==> src/iopd_pkg.sv <==
// Purpose: constants for the digital pin configuration block
// Assumes: registers are reached over the device's I2C register port
// Notes: register pointers are local word indices, one register per index
//
// Contract
// - Output-select bit n at 1 makes pin n a general-purpose output.
// - Select bit at 0 leaves pin function to other configuration.
// - Output pin drives the level held in its output-level bit.
// - Input-select bit n at 1 makes pin n a general-purpose input; code: only while output-select bit n is 0.
// - All three reset to zero; bits 15..8 read-only zero; 7..0 R/W.
// - Register bit n maps directly onto I/O pin n.
`default_nettype none
package iopd_pkg;

	// ----------------------------------------------------------------
	// Widths
	// ----------------------------------------------------------------
	localparam int PIN_COUNT = 8;
	localparam int REG_WIDTH = 16;
	localparam int PTR_WIDTH = 4;

	typedef logic [PIN_COUNT-1:0] iopd_pins_t;
	typedef logic [REG_WIDTH-1:0] iopd_word_t;
	typedef logic [PTR_WIDTH-1:0] iopd_ptr_t;

	// ----------------------------------------------------------------
	// Register pointers
	// ----------------------------------------------------------------
	localparam iopd_ptr_t PTR_OUTPUT_SELECT = 4'h0;
	localparam iopd_ptr_t PTR_OUTPUT_LEVEL = 4'h1;
	localparam iopd_ptr_t PTR_INPUT_SELECT = 4'h2;

	// ----------------------------------------------------------------
	// Field layout and reset values
	// ----------------------------------------------------------------
	localparam int PIN_FIELD_LSB = 0;
	localparam int PIN_FIELD_MSB = 7;
	localparam iopd_pins_t PIN_RESET = 8'h00;
	localparam logic [7:0] RSVD_READ = 8'h00;
	localparam iopd_word_t WORD_ZERO = 16'h0000;

	// Pin function after resolution
	typedef enum logic [1:0] {
		IOPD_FN_OTHER,
		IOPD_FN_GP_OUT,
		IOPD_FN_GP_IN
	} iopd_fn_t;

	// Reserved upper byte always returns zero
	function automatic iopd_word_t iopd_pack(input iopd_pins_t v);
		iopd_pack = {RSVD_READ, v};
	endfunction : iopd_pack

endpackage : iopd_pkg
`default_nettype wire

==> src/iopd_pin_mux.sv <==
// Purpose: resolve each pin's drive from the configuration bits
// Assumes: alternate function signals come from the rest of the device
// Notes: purely combinational; the top registers what leaves the chip
`timescale 1ns/1ps
`default_nettype none
module iopd_pin_mux (
	input wire iopd_pkg::iopd_pins_t out_sel_in,
	input wire iopd_pkg::iopd_pins_t out_level_in,
	input wire iopd_pkg::iopd_pins_t in_sel_in,
	input wire iopd_pkg::iopd_pins_t alt_out_in,
	input wire iopd_pkg::iopd_pins_t alt_oe_in,
	output logic [iopd_pkg::PIN_COUNT-1:0] pin_out_out,
	output logic [iopd_pkg::PIN_COUNT-1:0] pin_oe_out,
	output logic [iopd_pkg::PIN_COUNT-1:0] gp_in_out
);
	import iopd_pkg::*;

	// ----------------------------------------------------------------
	// Per-pin selection
	// ----------------------------------------------------------------
	// output select drives pin, bit n to pin n
	wire iopd_pins_t drive_gp = out_sel_in;
	// Output select wins over input select so a pin is never both
	// input select releases pin
	wire iopd_pins_t sense_gp = in_sel_in & ~out_sel_in;
	wire iopd_pins_t other_fn = ~(out_sel_in | sense_gp);

	assign pin_out_out = (drive_gp & out_level_in) | (other_fn & alt_out_in);
	assign pin_oe_out = drive_gp | (other_fn & alt_oe_in);
	assign gp_in_out = sense_gp;

endmodule : iopd_pin_mux
`default_nettype wire

==> src/iopd_top.sv <==
// Purpose: GPIO output/input selection and output level registers
// Assumes: the I2C front end hands over decoded single-word accesses
// Notes: pin outputs lag the register write by one clock
`timescale 1ns/1ps
`default_nettype none
module iopd_top (
	input wire logic sys_clk_in,
	input wire logic rst_in,
	input wire logic reg_wr_in,
	input wire logic reg_rd_in,
	input wire iopd_pkg::iopd_ptr_t reg_ptr_in,
	input wire iopd_pkg::iopd_word_t reg_wdata_in,
	output iopd_pkg::iopd_word_t reg_rdata_out,
	output logic reg_ack_out,
	output logic reg_err_out,
	input wire iopd_pkg::iopd_pins_t alt_out_in,
	input wire iopd_pkg::iopd_pins_t alt_oe_in,
	input wire iopd_pkg::iopd_pins_t pin_in,
	output iopd_pkg::iopd_pins_t pin_out,
	output iopd_pkg::iopd_pins_t pin_oe_out,
	output iopd_pkg::iopd_pins_t gp_in_sel_out,
	output iopd_pkg::iopd_pins_t gp_in_data_out
);
	import iopd_pkg::*;

	// ----------------------------------------------------------------
	// Address decode
	// ----------------------------------------------------------------
	wire hit_osel = (reg_ptr_in == PTR_OUTPUT_SELECT);
	wire hit_olvl = (reg_ptr_in == PTR_OUTPUT_LEVEL);
	wire hit_isel = (reg_ptr_in == PTR_INPUT_SELECT);
	wire hit_any = hit_osel | hit_olvl | hit_isel;
	wire access = reg_wr_in | reg_rd_in;
	wire wr_osel = reg_wr_in & hit_osel;
	wire wr_olvl = reg_wr_in & hit_olvl;
	wire wr_isel = reg_wr_in & hit_isel;
	wire iopd_pins_t wr_bits = reg_wdata_in[PIN_FIELD_MSB:PIN_FIELD_LSB];

	// ----------------------------------------------------------------
	// Configuration registers
	// ----------------------------------------------------------------
	iopd_pins_t out_sel_reg;
	iopd_pins_t out_sel_next;
	iopd_pins_t out_lvl_reg;
	iopd_pins_t out_lvl_next;
	iopd_pins_t in_sel_reg;
	iopd_pins_t in_sel_next;

	// low byte writable, upper byte dropped
	assign out_sel_next = wr_osel ? wr_bits : out_sel_reg;
	assign out_lvl_next = wr_olvl ? wr_bits : out_lvl_reg;
	assign in_sel_next = wr_isel ? wr_bits : in_sel_reg;

	always_ff @(posedge sys_clk_in or posedge rst_in) begin
		if (rst_in) begin
			out_sel_reg <= PIN_RESET;
			out_lvl_reg <= PIN_RESET;
			in_sel_reg <= PIN_RESET;
		end else begin
			out_sel_reg <= out_sel_next;
			out_lvl_reg <= out_lvl_next;
			in_sel_reg <= in_sel_next;
		end
	end

	// ----------------------------------------------------------------
	// Read path and answer
	// ----------------------------------------------------------------
	iopd_word_t rdata_reg;
	iopd_word_t rdata_next;
	logic ack_reg;
	logic err_reg;
	wire iopd_word_t rd_word =
		hit_osel ? iopd_pack(out_sel_reg) :
		hit_olvl ? iopd_pack(out_lvl_reg) :
		hit_isel ? iopd_pack(in_sel_reg) : WORD_ZERO;

	assign rdata_next = reg_rd_in ? rd_word : rdata_reg;

	always_ff @(posedge sys_clk_in or posedge rst_in) begin
		if (rst_in) begin
			rdata_reg <= WORD_ZERO;
			ack_reg <= 1'b0;
			err_reg <= 1'b0;
		end else begin
			rdata_reg <= rdata_next;
			ack_reg <= access;
			err_reg <= access & ~hit_any;
		end
	end

	assign reg_rdata_out = rdata_reg;
	assign reg_ack_out = ack_reg;
	assign reg_err_out = err_reg;

	// ----------------------------------------------------------------
	// Pin resolution
	// ----------------------------------------------------------------
	iopd_pins_t mux_out;
	iopd_pins_t mux_oe;
	iopd_pins_t mux_in_sel;

	iopd_pin_mux u_mux (
		.out_sel_in(out_sel_reg),
		.out_level_in(out_lvl_reg),
		.in_sel_in(in_sel_reg),
		.alt_out_in(alt_out_in),
		.alt_oe_in(alt_oe_in),
		.pin_out_out(mux_out),
		.pin_oe_out(mux_oe),
		.gp_in_out(mux_in_sel)
	);

	iopd_pins_t pin_out_reg;
	iopd_pins_t pin_oe_reg;
	iopd_pins_t in_sel_out_reg;
	iopd_pins_t in_data_reg;

	// Registered so pad drive never glitches during a register update
	always_ff @(posedge sys_clk_in or posedge rst_in) begin
		if (rst_in) begin
			pin_out_reg <= PIN_RESET;
			pin_oe_reg <= PIN_RESET;
			in_sel_out_reg <= PIN_RESET;
			in_data_reg <= PIN_RESET;
		end else begin
			pin_out_reg <= mux_out;
			pin_oe_reg <= mux_oe;
			in_sel_out_reg <= mux_in_sel;
			in_data_reg <= pin_in & mux_in_sel;
		end
	end

	assign pin_out = pin_out_reg;
	assign pin_oe_out = pin_oe_reg;
	assign gp_in_sel_out = in_sel_out_reg;
	assign gp_in_data_out = in_data_reg;
endmodule : iopd_top
`default_nettype wire
==> config.mk <==
export PLATFORM = sky130hd
export DESIGN_NAME = iopd_top
export DESIGN_NICKNAME = d
export VERILOG_FILES = /design/src/iopd_pkg.sv /design/src/iopd_pin_mux.sv /design/src/iopd_top.sv
export SDC_FILE = /design/constraint.sdc
export NUM_CORES = 1
export LEC_CHECK = 0
export BUFFER_PORTS_ARGS = -buffer_cell sky130_fd_sc_hd__buf_2
export CORE_ASPECT_RATIO = 1.1
export CORE_UTILIZATION = 45
export DETAILED_ROUTE_END_ITERATION = 8
export HOLD_SLACK_MARGIN = 0.1
export PLACE_DENSITY = 0.72
export SLEW_MARGIN = 30
export SYNTH_ARGS = -nofsm -noshare
export SYNTH_HDL_FRONTEND = slang
export SYNTH_HIERARCHICAL = 1
export SYNTH_SLANG_ARGS = --single-unit
==> constraint.sdc <==
create_clock -name sys_clk_in -period 5.5 [get_ports sys_clk_in]
set_input_delay 0.55 -clock sys_clk_in [delete_from_list [all_inputs] [get_ports sys_clk_in]]
set_output_delay 0.55 -clock sys_clk_in [all_outputs]
set_load 0.05 [all_outputs]
==> results of run 1 <==
## where the power goes
part | total (mW) | switching [mW] | leakage, nW | internal, mW
Clock | 0.355 | 0.171 | 0.0920 | 0.184
Sequential | 0.641 | 0.0589 | 0.828 | 0.582
Combinational | 0.439 | 0.305 | 0.814 | 0.134
Total | 1.43 | 0.535 | 1.73 | 0.899
## logic make-up (layout without fill, tap and decap cells)
group / Yosys count / in the layout / synth area share
buffers and inverters: 32 / 115 / 0.06279
AND/OR/NAND/NOR: 47 / 47 / 0.08951
AO/OA/AOI/OAI: 41 / 41 / 0.1153
other: 1 / 8 / 0.001404
flip-flops: 66 / 66 / 0.6186
multiplexers: 24 / 24 / 0.1125
## worst max-delay path, delay by kind of cell
family	cells	cell delay (ns)
muxes	1	0.35
and+or+nand+nor	1	0.77
buffers and inverters	1	0.24
## cells in the mapped netlist
master    count  area (sq um)
dfrtp_1      66          1652
nor2_1       24         90.09
inv_1        17         63.81
mux2_2       16         180.2
o21ai_0      16         80.08
buf_4        10         75.07
nand2_1       9         33.78
a21o_2        8         70.07
a22o_1        8         70.07
a32o_1        8         80.08
and2_1        8         50.05
mux2_4        8         120.1
nand4b_2      2         30.03
a21boi_0      1         7.510
and4bb_1      1         12.51
buf_2         1         5.000
buf_6         1         11.26
clkbuf_1      1         3.750
clkbuf_2      1         5.000
clkinv_1      1         3.750
conb_1        1         3.750
nor2_2        1         6.260
nor3_2        1         10.01
or2_2         1         6.260
## per-stage QoR
stage	instance area [sq um]	power, mW
finish	3276	1.435
global route	3276	1.516
CTS	3276	1.451
detailed placement	3105	1.093
global placement	3105	1.083
floorplan	2696	0.9935
## layer usage
layer	up-vias	GRT usage
li1	869	-
met1	873	0.2234
met2	64	0.2688
met3	9	0.04589
met4	0	0.09444
met5	-	0
## final cells by class
class                           count  area (sq um)
Clock inverter                      3         15.01
Timing Repair Buffer               82         412.9
Sequential cell                    66          1652
Tap cell                           77         96.34
Inverter                           18         67.56
Fill cell                         512          2457
Clock buffer                       12         155.1
Multi-Input combinational cell    120         877.1
## worst max path at each step
stage	start	end	slack [ns]	cells after the start
5_1_grt	reg_ptr_in[0]	out_sel_reg[0]$_DFFE_PP0P_	3.76	3
2_1_floorplan	rst_in	gp_in_data_out[0]$_DFF_PP0_	3.30	1
3_3_place_gp	reg_ptr_in[0]	out_sel_reg[0]$_DFFE_PP0P_	3.47	3
3_5_place_dp	reg_ptr_in[0]	out_sel_reg[7]$_DFFE_PP0P_	3.44	3
4_1_cts	reg_ptr_in[0]	out_sel_reg[7]$_DFFE_PP0P_	3.80	3
6_report	reg_ptr_in[0]	out_sel_reg[7]$_DFFE_PP0P_	3.80	3
==> flow_metrics.py, run 1 <==
metrics = {
    "clocking": {
        "hold_buffers": 0,
        "cts_tree": "yes",
        "root_buffer": "clkbuf_8",
        "post_cts_resize_count": 0,
        "cts_buffer_depth": 2,
        "postCtsSetupRepairBufs": 0,
        "clkLatencyLatePin_ns": 0.33,
        "clkTransAtPathRegs_ns": 0.07,
        "cts_htree_levels": 3,
        "cts_buffers": 9,
        "cts.sinks": 66,
    },
    "sta": {
        "fin_setup_tns_ns": 0,
        "post-route-period-util": 0.3093,
        "finalHoldViolCount": 0,
        "fmax_mhz": 587.8,
        "fin_worst_skew_ns": 0.005566,
        "report.final.slew_viol_count": 0,
        "worst_slew_pin_slew_ns": 0.8160,
        "grt_setup_unrepaired": "false",
        "min_period_ns": 1.701,
        "finalSetupViolCount": 0,
        "setup_slack_ns": 3.799,
        "hold_ws_ns": 0.4251,
        "relSlewSlack": 0.4560,
    },
    "route": {
        "wl_per_cell_um": 13.16,
        "wl_met2_mm": 2.409,
        "first_iter_violations": 78,
        "dr.pass1.iters": 4,
        "drt_wl_total_mm": 4.975,
        "topRoutingLayerUsed": "met4",
        "vias": 1815,
        "dr_wl_met3_um": 306,
        "route.antenna.remaining_nets": 0,
        "met1_length_mm": 2.160,
        "vias_per_cell": 4.802,
        "drc": 0,
    },
    "global_routing": {
        "antenna_found_initial": 0,
        "grt_max_degree": 67,
        "grt-ovfl-total": 0,
        "grt_pass1_vias": 1651,
        "grt_use_total": 0.1742,
        "grt_pass1_wl_mm": 7.624,
    },
    "setup_path": {
        "crit_fanout": 28,
        "r2r-end": "reg_rdata_out[4]$_DFFE_PP0P_",
        "slowest_delay_ns": 0.77,
        "cp.required_ns": 5.72,
        "path_cells": "buf_2, and4bb_1, mux2_4",
        "regToRegStartpoint": "out_sel_reg[4]$_DFFE_PP0P_",
        "r2r_cells": 3,
        "cp_slowest_cell": "and4bb_1",
        "path_class": "in -> reg",
        "cp_data_arrival_time_ns": 1.92,
        "crit_path_start_kind": "input pin",
        "rrSetupSlack_ns": 4.44,
        "end_kind": "register",
    },
    "floorplanning": {
        "row_count": 29,
        "start_util": 0.4657,
        "pin_count": 98,
        "die_h_um": 82.79,
        "core_area_sq_mm": 0.005733,
        "die_area_sq_mm": 0.006246,
        "die_w_um": 75.45,
    },
    "synthesis": {
        "synth.distinct_cells": 24,
        "ys_seq_elements": 66,
        "seq_area_frac_synth": 0.6186,
        "avgSynthCellArea_sq_um": 12.65,
        "syn_inst": 211,
        "netlist_area_sq_mm": 0.002670,
        "yosysWarnings": 6,
    },
    "min_path": {
        "min_from": "alt_out_in[6]",
        "worst_hold_path.endpoint": "pin_out[6]$_DFF_PP0_",
        "hold_path_class": "in -> reg",
        "whs_path_depth": 2,
    },
    "status": {
        "status": "complete, no violations",
    },
    "placement": {
        "pre_cts_slack_ns": 3.441,
        "place_congestion": 0.7143,
        "dp.cells": 363,
        "dpl.hpwl_mm": 3.297,
        "portBuffers": 81,
    },
    "final_layout": {
        "drive_above_1_share": 0.4452,
        "most-common-layout-cells": "81 x buf_2, 66 x dfrtp_1, 24 x nor2_1",
        "instances_no_fill": 378,
        "final_common_cell": "buf_2",
        "finalNetCount": 345,
        "antenna_cells": 0,
        "area_delta_synth_final_pct": 22.68,
        "utilization": 0.5714,
    },
    "run": {
        "max_cap_violations": 0,
    },
    "power_and_ir_drop": {
        "max-vdd-ir-drop_uv": 214.7,
        "powerDensity_mw_per_mm2": 438.0,
        "p_leak_nw": 1.735,
    },
}
Note: power is estimated with default switching activity, not from simulation.
==> inputs of run 2 (changes only) <==
- CORE_UTILIZATION: 45 -> 44
- PLACE_DENSITY: 0.72 -> 0.73
- clock period: 5.5 -> 1.45 ns (I/O delays scaled with it)
==> flow_metrics.py, run 2 (same netlist as run 1, synthesis figures left out) <==
metrics = {
    "sta": {
        "finalHoldViolCount": 0,
        "post-route-period-util": 0.9875,
        "finalSetupViolCount": 0,
        "report.final.slew_viol_count": 0,
        "fin_worst_skew_ns": 0.004661,
        "grt_setup_unrepaired": "false",
        "setup_slack_ns": 0.01812,
        "fmax_mhz": 698.4,
        "min_period_ns": 1.432,
        "fin_setup_tns_ns": 0,
    },
    "route": {
        "first_iter_violations": 100,
        "route.antenna.remaining_nets": 0,
        "vias_per_cell": 4.911,
        "vias": 2048,
        "dr.pass1.iters": 4,
        "drc": 0,
        "drt_wl_total_mm": 5.567,
        "wl_per_cell_um": 13.35,
    },
    "status": {
        "status": "complete, no violations",
    },
    "clocking": {
        "cts_htree_levels": 3,
        "clkTransAtPathRegs_ns": 0.06,
        "postCtsSetupRepairBufs": 0,
        "hold_buffers": 35,
        "root_buffer": "clkbuf_8",
        "cts.sinks": 66,
        "cts_tree": "yes",
        "clkLatencyLatePin_ns": 0.34,
        "cts_buffers": 9,
        "cts_buffer_depth": 2,
        "post_cts_resize_count": 0,
    },
    "power_and_ir_drop": {
        "p_leak_nw": 1.900,
        "max-vdd-ir-drop_uv": 709.0,
        "powerDensity_mw_per_mm2": 1499,
    },
    "final_layout": {
        "antenna_cells": 0,
        "regArea_sq_mm": 0.001652,
        "fillCellCount": 476,
        "finalNetCount": 386,
        "multi_input_area_sq_um": 877.1,
        "final_common_cell": "buf_2",
        "utilization": 0.6332,
        "drive_above_1_share": 0.4029,
        "most-common-layout-cells": "81 x buf_2, 66 x dfrtp_1, 35 x dlygate4sd3_1",
        "area_delta_synth_final_pct": 37.68,
        "final_cell_area_sq_mm": 0.003676,
    },
    "floorplanning": {
        "core_area_sq_mm": 0.005806,
        "die_h_um": 83.70,
        "die_w_um": 76.28,
        "start_util": 0.4599,
        "die_area_sq_mm": 0.006384,
        "pin_count": 98,
        "row_count": 29,
    },
    "setup_path": {
        "path_class": "in -> reg",
        "crit_path_start_kind": "input pin",
        "cp_data_arrival_time_ns": 1.65,
        "crit_fanout": 2,
        "cp.required_ns": 1.67,
        "end_kind": "register",
    },
    "global_routing": {
        "grt_pass1_wl_mm": 9.052,
        "grt_max_degree": 56,
        "grt-ovfl-total": 0,
        "grt_pass1_vias": 1944,
        "grt_use_total": 0.1883,
        "antenna_found_initial": 0,
    },
    "placement": {
        "place_area_sq_mm": 0.003167,
        "pre_cts_slack_ns": 0.09428,
        "place_congestion": 0.7236,
        "portBuffers": 81,
        "dpl.hpwl_mm": 3.648,
    },
    "min_path": {
        "hold_path_class": "in -> reg",
    },
    "run": {
        "max_cap_violations": 0,
    },
}
run 2: worst max-delay path, stage by stage:
cell	delay, ns
dlygate4sd3_1	0.53
buf_2	0.13
or2_2	0.29
dlygate4sd3_1	0.56
run 2: final timing paths:
| path | slack [ns] | cells past startpoint | start | end |
|---|---|---|---|---|
| min in group asynchronous | 0.30 | 3 | rst_in | gp_in_sel_out[3]$_DFF_PP0_ |
| min | 0.14 | 3 | reg_ptr_in[1] | reg_err_out$_DFF_PP0_ |
| max reg2reg | 0.42 | 3 | out_sel_reg[6]$_DFFE_PP0P_ | reg_rdata_out[6]$_DFFE_PP0P_ |
| max in group asynchronous | 0.60 | 4 | rst_in | out_lvl_reg[5]$_DFFE_PP0P_ |
| max | 0.02 | 4 | reg_rd_in | reg_ack_out$_DFF_PP0_ |
| min reg2reg | 0.49 | 1 | reg_rdata_out[2]$_DFFE_PP0P_ | reg_rdata_out[2]$_DFFE_PP0P_ |
run 2: stage by stage:
stage | hold WS (ns) | std cells | power (mW)
global route | 0.1490 | 417 | 5.770
detailed placement | 0.1154 | 369 | 4.169
finish | 0.1436 | 417 | 5.510
global placement | 0.1098 | 369 | 4.122
floorplan | 0.2636 | 218 | 3.769
CTS | 0.1317 | 417 | 5.536
run 2: layout make-up:
| type | count | area share |
|---|---|---|
| Clock buffer | 13 | 0.04323 |
| Inverter | 18 | 0.01940 |
| Multi-Input combinational cell | 120 | 0.2386 |
| Sequential cell | 66 | 0.4493 |
| Tap cell | 77 | 0.02621 |
| Timing Repair Buffer | 123 | 0.2233 |
run 2: per-layer routing:
metal | share of wire | wire length [um] | global-route usage
met1 | 0.43 | 2400 | 0.2332
met2 | 0.49 | 2709 | 0.3047
met3 | 0.059 | 326 | 0.04262
met4 | 0.024 | 131 | 0.1049
met5 | 0 | 0 | 0
run 2: power breakdown:
group	switching, mW	internal [mW]
combinational	1.18	0.582
sequential	0.237	2.21
clock	0.618	0.687
total	2.03	3.48
